--- config.mk ---
export PLATFORM = sky130hd
export DESIGN_NAME = ucr_clock_rate
export DESIGN_NICKNAME = d
export VERILOG_FILES = /design/src/design/ucr_pkg.sv /design/src/design/ucr_clock_rate.sv
export VERILOG_INCLUDE_DIRS = /design/src /design/src/design
export SDC_FILE = /design/constraint.sdc
export NUM_CORES = 1
export LEC_CHECK = 0
export ABC_AREA = 1
export BUFFER_PORTS_ARGS = -buffer_cell sky130_fd_sc_hd__buf_2
export CORE_MARGIN = 8
export CORE_UTILIZATION = 45
export CTS_CLUSTER_SIZE = 10
export DETAILED_ROUTE_END_ITERATION = 8
export GPL_TIMING_DRIVEN = 1
export PLACE_DENSITY = 0.69
export SYNTH_ARGS = -nofsm -noshare
export SYNTH_HDL_FRONTEND = slang
export SYNTH_SLANG_ARGS = --single-unit
--- constraint.sdc ---
create_clock -name clk_sys_i -period 2.9 [get_ports clk_sys_i]
set_input_delay 0.435 -clock clk_sys_i [delete_from_list [all_inputs] [get_ports clk_sys_i]]
set_output_delay 0.435 -clock clk_sys_i [all_outputs]
set_load 0.05 [all_outputs]
--- src/design/ucr_params.svh ---
/*
  Constants for the core clock and USB rate selector: divide ratios, rate figures,
  and accumulator sizes. Assumes a 100 MHz system clock and a crystal of 12 MHz or less.
*/
// Behaviour
// - USB lines are sampled at four times the selected USB bit rate.
// - One core state clock is derived and fed to processor and all peripherals.
// - After reset, with the PLL strap high, the core runs at 3 MHz until low-clock is cleared.
// - In low-clock mode each state spans four crystal periods.
// - Low-clock mode changes only the core clock, never the USB rates.
// - Signalling is 1.5 Mbps at low speed and 12 Mbps at full speed.
// - Low-clock writes are accepted anytime and switch either way repeatedly.
`ifndef UCR_PARAMS_SVH
`define UCR_PARAMS_SVH

// ============================================================
// Core state timing
// ============================================================
`define UCR_OSC_PER_STATE_NORMAL 3'h2
`define UCR_OSC_PER_STATE_LOW    3'h4
`define UCR_LOW_CLOCK_RESET      1'h1

// ============================================================
// USB rates, in tenths of a Mbps so that 1.5 stays exact
// ============================================================
`define UCR_SYS_CLK_MHZ          100
`define UCR_FS_BIT_RATE_X10      120
`define UCR_LS_BIT_RATE_X10      15
`define UCR_SAMPLES_PER_BIT      4
`define UCR_NCO_MOD              (`UCR_SYS_CLK_MHZ * 10)
`define UCR_FS_STEP              (`UCR_FS_BIT_RATE_X10 * `UCR_SAMPLES_PER_BIT)
`define UCR_LS_STEP              (`UCR_LS_BIT_RATE_X10 * `UCR_SAMPLES_PER_BIT)
`define UCR_NCO_W                11
`define UCR_SMP_LAST             2'h3

`endif

--- src/design/ucr_pkg.sv ---
/*
  Types for the core clock and USB rate selector.
  Assumes ucr_params.svh is on the include path.
*/
package ucr_pkg;

  typedef enum logic [1:0] {
    UCR_NORMAL = 2'b01,
    UCR_LOW    = 2'b10
  } ucr_mode_t;

endpackage : ucr_pkg

--- src/design/ucr_clock_rate.sv ---
/*
  Core state clock enable and USB bit and sample enables, all on clk_sys_i.
  Assumes the crystal waveform and both straps arrive asynchronously on pins, and that
  the low-clock bit write comes from the power control register logic on clk_sys_i.
*/
`include "ucr_params.svh"
`timescale 1ns/1ps
`default_nettype none

module ucr_clock_rate (
  input  wire logic              clk_sys_i,
  input  wire logic              rst_n_i,
  input  wire logic              crystal_input_i,
  input  wire logic              pll_select_strap_i,
  input  wire logic              speed_select_strap_i,
  input  wire logic              low_clock_sel_wr_i,
  input  wire logic              low_clock_sel_d_i,
  output logic                   low_clock_sel_o,
  output var ucr_pkg::ucr_mode_t core_mode_o,
  output logic                   core_clk_en_o,
  output logic                   usb_sample_en_o,
  output logic                   usb_bit_en_o,
  output logic                   full_speed_o,
  output logic                   pll_on_o
);
  import ucr_pkg::*;

  // ============================================================
  // Pin synchronisers
  // ============================================================
  logic [2:0] xtal_sync;
  logic [2:0] pll_sync;
  logic [2:0] fs_sync;
  logic       xtal_q;
  logic       xtal_rise;

  always_ff @(posedge clk_sys_i or negedge rst_n_i) begin
    if (!rst_n_i) begin
      xtal_sync <= 3'h0;
      pll_sync  <= 3'h0;
      fs_sync   <= 3'h0;
    end else begin
      xtal_sync <= {xtal_sync[1:0], crystal_input_i};
      pll_sync  <= {pll_sync[1:0], pll_select_strap_i};
      fs_sync   <= {fs_sync[1:0], speed_select_strap_i};
    end
  end

  // A change is accepted only once the second and third stages agree.
  always_ff @(posedge clk_sys_i or negedge rst_n_i) begin
    if (!rst_n_i) begin
      xtal_q <= 1'h0;
    end else if (xtal_sync[1] == xtal_sync[2]) begin
      xtal_q <= xtal_sync[2];
    end
  end

  assign xtal_rise = (xtal_sync[1] == xtal_sync[2]) && xtal_sync[2] && !xtal_q;

  // The straps are expected to be static; they are filtered the same way anyway.
  always_ff @(posedge clk_sys_i or negedge rst_n_i) begin
    if (!rst_n_i) begin
      pll_on_o <= 1'h0;
    end else if (pll_sync[1] == pll_sync[2]) begin
      pll_on_o <= pll_sync[2];
    end
  end

  // Both straps are filtered first, so a joint change never shows a one-cycle full-speed glitch.
  logic fs_q;

  always_ff @(posedge clk_sys_i or negedge rst_n_i) begin
    if (!rst_n_i) begin
      fs_q <= 1'h0;
    end else if (fs_sync[1] == fs_sync[2]) begin
      fs_q <= fs_sync[2];
    end
  end

  always_ff @(posedge clk_sys_i or negedge rst_n_i) begin
    if (!rst_n_i) begin
      full_speed_o <= 1'h0;
    end else begin
      full_speed_o <= fs_q && pll_on_o;
    end
  end

  // ============================================================
  // Low-clock control bit
  // ============================================================
  always_ff @(posedge clk_sys_i or negedge rst_n_i) begin
    if (!rst_n_i) begin
      low_clock_sel_o <= `UCR_LOW_CLOCK_RESET;
    end else if (low_clock_sel_wr_i) begin
      low_clock_sel_o <= low_clock_sel_d_i;
    end
  end

  // ============================================================
  // Core state divider
  // ============================================================
  logic [2:0] osc_cnt;
  logic [2:0] osc_per_state;
  logic       state_end;
  ucr_mode_t  next_mode;

  // With the PLL strap low the crystal is already halved, so low-clock adds nothing.
  assign next_mode     = (low_clock_sel_o && pll_on_o) ? UCR_LOW : UCR_NORMAL;
  assign osc_per_state = (core_mode_o == UCR_LOW) ? `UCR_OSC_PER_STATE_LOW
                                                  : `UCR_OSC_PER_STATE_NORMAL;
  assign state_end     = xtal_rise && (osc_cnt == osc_per_state - 3'h1);
  assign core_clk_en_o = state_end;

  always_ff @(posedge clk_sys_i or negedge rst_n_i) begin
    if (!rst_n_i) begin
      osc_cnt <= 3'h0;
    end else if (state_end) begin
      osc_cnt <= 3'h0;
    end else if (xtal_rise) begin
      osc_cnt <= osc_cnt + 3'h1;
    end
  end

  // Switching mid-state would clip a phase, so the new ratio waits for the boundary.
  always_ff @(posedge clk_sys_i or negedge rst_n_i) begin
    if (!rst_n_i) begin
      core_mode_o <= UCR_LOW;
    end else if (state_end) begin
      unique case (core_mode_o)
        UCR_NORMAL: core_mode_o <= next_mode;
        UCR_LOW:    core_mode_o <= next_mode;
      endcase
    end
  end

  // ============================================================
  // USB sample and bit enables
  // ============================================================
  // A fractional accumulator keeps the average rate exact; the enables jitter by one
  // system clock, which the sampler tolerates at four samples per bit.
  logic [`UCR_NCO_W-1:0] nco_acc;
  logic [`UCR_NCO_W-1:0] nco_step;
  logic [`UCR_NCO_W-1:0] nco_sum;
  logic [1:0]            smp_cnt;

  assign nco_step = full_speed_o ? `UCR_NCO_W'(`UCR_FS_STEP)
                                 : `UCR_NCO_W'(`UCR_LS_STEP);
  assign nco_sum  = nco_acc + nco_step;

  always_ff @(posedge clk_sys_i or negedge rst_n_i) begin
    if (!rst_n_i) begin
      nco_acc         <= '0;
      usb_sample_en_o <= 1'h0;
    end else if (nco_sum >= `UCR_NCO_W'(`UCR_NCO_MOD)) begin
      nco_acc         <= nco_sum - `UCR_NCO_W'(`UCR_NCO_MOD);
      usb_sample_en_o <= 1'h1;
    end else begin
      nco_acc         <= nco_sum;
      usb_sample_en_o <= 1'h0;
    end
  end

  always_ff @(posedge clk_sys_i or negedge rst_n_i) begin
    if (!rst_n_i) begin
      smp_cnt <= 2'h0;
    end else if (usb_sample_en_o) begin
      smp_cnt <= smp_cnt + 2'h1;
    end
  end

  assign usb_bit_en_o = usb_sample_en_o && (smp_cnt == `UCR_SMP_LAST);

  // ============================================================
  // Checks
  // ============================================================
  logic [2:0] span;
  logic [3:0] gap;

  always_ff @(posedge clk_sys_i or negedge rst_n_i) begin
    if (!rst_n_i) begin
      span <= 3'h0;
    end else if (state_end) begin
      span <= 3'h0;
    end else if (xtal_rise) begin
      span <= span + 3'h1;
    end
  end

  always_ff @(posedge clk_sys_i or negedge rst_n_i) begin
    if (!rst_n_i) begin
      gap <= 4'h0;
    end else if (usb_sample_en_o) begin
      gap <= 4'h0;
    end else if (gap != 4'hf) begin
      gap <= gap + 4'h1;
    end
  end

  // Only a gap that opened and closed at full speed is held to the full-speed window.
  logic fs_steady;

  always_ff @(posedge clk_sys_i or negedge rst_n_i) begin
    if (!rst_n_i) begin
      fs_steady <= 1'h0;
    end else if (!full_speed_o) begin
      fs_steady <= 1'h0;
    end else if (usb_sample_en_o) begin
      fs_steady <= 1'h1;
    end
  end

  bit_four_samples_a: assert property (
    @(posedge clk_sys_i) disable iff (!rst_n_i)
    usb_bit_en_o |=> (smp_cnt == 2'h0) ##0 (!usb_bit_en_o) [*7])
    else $error("bit enable not on every fourth sample");

  fs_sample_gap_a: assert property (
    @(posedge clk_sys_i) disable iff (!rst_n_i)
    (usb_sample_en_o && fs_steady) |-> (gap >= 4'h1 && gap <= 4'h2))
    else $error("full speed sample spacing wrong");

  core_on_xtal_a: assert property (
    @(posedge clk_sys_i) disable iff (!rst_n_i)
    core_clk_en_o |-> xtal_rise)
    else $error("core enable off a crystal edge");

  lc_clear_only_a: assert property (
    @(posedge clk_sys_i) disable iff (!rst_n_i)
    $fell(low_clock_sel_o) |-> $past(low_clock_sel_wr_i && !low_clock_sel_d_i))
    else $error("low clock left without a clearing write");

  low_span_four_a: assert property (
    @(posedge clk_sys_i) disable iff (!rst_n_i)
    (core_clk_en_o && core_mode_o == UCR_LOW) |-> (span == 3'h3))
    else $error("low clock state not four crystal periods");

  usb_indep_lc_a: assert property (
    @(posedge clk_sys_i) disable iff (!rst_n_i)
    ($changed(core_mode_o) && $stable(full_speed_o)) |->
      $stable(nco_step) && (smp_cnt == 2'($past(smp_cnt) + $past(usb_sample_en_o))))
    else $error("USB rate disturbed by mode change");

  speed_step_a: assert property (
    @(posedge clk_sys_i) disable iff (!rst_n_i)
    full_speed_o |-> nco_step == `UCR_NCO_W'(`UCR_FS_STEP))
    else $error("full speed rate not selected");

  write_any_time_a: assert property (
    @(posedge clk_sys_i) disable iff (!rst_n_i)
    low_clock_sel_wr_i |=> low_clock_sel_o == $past(low_clock_sel_d_i))
    else $error("low clock write not taken");

  mode_at_bound_a: assert property (
    @(posedge clk_sys_i) disable iff (!rst_n_i)
    $changed(core_mode_o) |-> $past(core_clk_en_o))
    else $error("core mode changed mid state");

endmodule : ucr_clock_rate

`default_nettype wire

==> summary.md <==
| Metric | Value |
|---|---|
| Die Ht | `around 78 um` |
| R2R cell count | `13` |
| Clk buf depth | `2` |
| Critical Path Fanout Max | `7` |
| H-tree depth | `2` |
| Worst Tran Pin Value | `~680 ps` |
| Largest net degree at the start of global routing | `32` |
| Period minus WS final | `2630 ps` |
| Final hold vios | `0` |
| Flops & latches, synth | `31` |
| Setup CP Type | `flop to flop` |
| Initial antenna violation count | `0` |
| Chip Width | `77.7 um` |
| Count of cell types in the netlist | `28` |
| Per-cell routed wire length | `12.0 um` |
| GRT Util Overall | `roughly an eighth` |
| RSZ-0062 raised after global routing | `false` |
| Total grt overflow | `0` |
| Reg2reg start | `full_speed_o` |
| Crit share post-route | `90.6%` |
| Crit start category | `flop` |
| Setup Fix Bufs, Post-CTS | `0` |
| Synthesized area | `0.00171 mm^2` |
| Vias in the first global route | `1333` |
| Post-synth top area cell | `dfrtp_1` |
| Cts bufs inserted | `5` |
| Commonest non-fill, non-tap cell in the layout | `nand2_1` |
| DRT iter0 DRCs | `86` |
| Vias per inst | `4.90` |
| R2R Setup Slk | `~270 ps` |
| Syn_area_per_cell | `8.43 um^2` |
| WP data arrival | `2800 ps` |
| Most frequent cells in the layout | `nand2_1 (54), inv_1 (30), dfrtp_1 (29)` |
| Final setup vio count | `0` |
| Drc violations | `0` |
| Total via count in the routed design | `about 1300` |
| CTS tree | `done` |
| Routed wire length | `3260 um` |
| Status | `complete, no violations` |
| Worst-Skew Late Latency | `280 ps` |
| First-pass GRT wire length | `just under 6000 um` |
| Slowest CP cell | `dfrtp_1` |
| Crit path largest cell delay | `430 ps` |
| Total Nets Final | `roughly 240` |
| MaxCap Viol Count | `0` |
| Hold buffers post-CTS | `0` |
| Crit path cell chain | `inv_1, ha_1, fa_1, or2_2, nand2_1, ha_1, inv_1, a31oi_1, nor2_2, nand2_4, nand2_4, nand2_1, nand2_1` |
| Maximum clock rate | `0.381 GHz` |
| Clock transition at the registers of the reported paths | `70 ps` |
| Row count | `22` |
| Synth top area cells | `dfrtp_1 (42%), nand2_1 (12%), nand3_1 (7.9%), ha_1 (7.3%), inv_1 (6.6%)` |
| Warnings, synthesis | `0` |
| Core area | `0.00366 mm^2` |
| Worst EP required | `about 3100 ps` |
| Drt pass-1 iters | `6` |
| Share of cells above drive strength 1 | `17.4%` |
| CP Buf/Inv Count | `2` |
| Final TNS setup | `0 ps` |
| Mapped Cells | `between 200 and 250` |
| I/O Pins | `15` |
| Post-cts resize count | `0` |
| CP top delay family | `adder cells` |
| DP HPWL | `roughly 2500 um` |
| Clock skew | `3.99 ps` |
| Area grow syn2layout | `13.9%` |
| Critical path endpoint category | `flop` |
| PortBufs | `14` |
| R2r endpoint | `nco_acc[6]` |
| Die area | `0.00603 mm^2` |
| Fin. max-slew vios | `0` |
| Hold WC Path Type | `primary input to async pin` |
| Max-slew headroom | `between 50% and 60%` |
| Gpl congestion | `0.855` |
| CP most frequent cell | `nand2_1` |
| Diode count | `0` |
| Sequential-to-total area share from yosys stat | `45.5%` |
| Clock root buffer master | `clkbuf_8` |
| Initial Utilization | `between 40% and 50%` |
| Share of the synthesized area in the top cell type | `42.4%` |
| Net Count, Synth | `approximately 220` |
| DRT antenna net count | `0` |
| Clock sinks | `31` |
[kinds of logic (layout without fill, tap and decap cells)]
group | Yosys count | in the layout | synth area share (%)
compound gates | 11 | 11 | 3.95
xor+xnor | 5 | 5 | 2.56
simple gates | 109 | 109 | 29.5
mux | 3 | 3 | 1.97
buf+inv | 31 | 52 | 6.87
fa+ha+maj | 13 | 13 | 9.65
flops | 31 | 31 | 45.5
[synth_stat cells]
cell,n
a31oi_1,1
nand2_2,3
ha_1,10
xor2_1,5
nor2_1,11
nand2_4,2
dfrtp_1,29
nor2_2,3
a21oi_1,4
a21boi_1,2
mux2_2,3
inv_1,30
nor2_4,2
maj3_1,2
nand4_1,2
or2_2,1
or2_1,1
o21bai_1,1
and3_1,1
nand3b_1,1
a21oi_2,1
nor3_1,1
nand2_1,54
o21ai_0,2
buf_2,1
nand3_1,27
dfstp_2,2
fa_1,1
[metal layers]
metal  vias to the layer above  track usage, %  routed length (um)
met5                         -               0                   0
met3                         7            4.26                 181
met2                        20            18.5                1530
met1                       620            13.8                1490
met4                         0            5.85                  53
li1                        687               -                   -
[worst max-delay path by stage]
stage	start	endpoint	slack, ps	cells after the start
floorplan	full_speed_o	nco_acc[6]	140	13
global placement	full_speed_o	nco_acc[3]	430	13
global route	full_speed_o	nco_acc[8]	90	13
detailed placement	full_speed_o	nco_acc[3]	310	13
CTS	full_speed_o	nco_acc[7]	280	13
finish	full_speed_o	nco_acc[6]	270	13
[final cells by class]
cell class / instances / area [um^2]
timing repair buffer: 14 / 70.1
inverter: 30 / 113
tap: 48 / 60.1
sequential: 31 / 778
clock inverter: 3 / 43.8
fill: 338 / 1710
clock buffer: 5 / 68.8
multi-input combinational: 141 / 816
[through the flow]
stage / std cells / area [um^2] / utilization, % / hold WS (ps) / worst slack [ps]
after CTS: 272 / 1950 / 53.2 / 207 / 276
after detailed placement: 264 / 1840 / 50.2 / 337 / 311
after global routing: 272 / 1950 / 53.2 / 242 / 89.0
after floorplan: 203 / 1710 / - / 139 / 135
after global placement: 264 / 1840 / 50.2 / 332 / 431
final: 272 / 1950 / 53.2 / 185 / 272
[flip-flops by register name, indices dropped and copies added, names as in the netlist]
register / flops
nco_acc: 9
fs_sync: 3
osc_cnt: 3
pll_sync: 3
xtal_sync: 3
core_mode_o: 2
smp_cnt: 2
fs_q: 1
full_speed_o: 1
low_clock_sel_o: 1
pll_on_o: 1
usb_sample_en_o: 1
xtal_q: 1
Power is not shown: default switching activity piles up to over one toggle a cycle in this logic, so the estimate is an artifact.
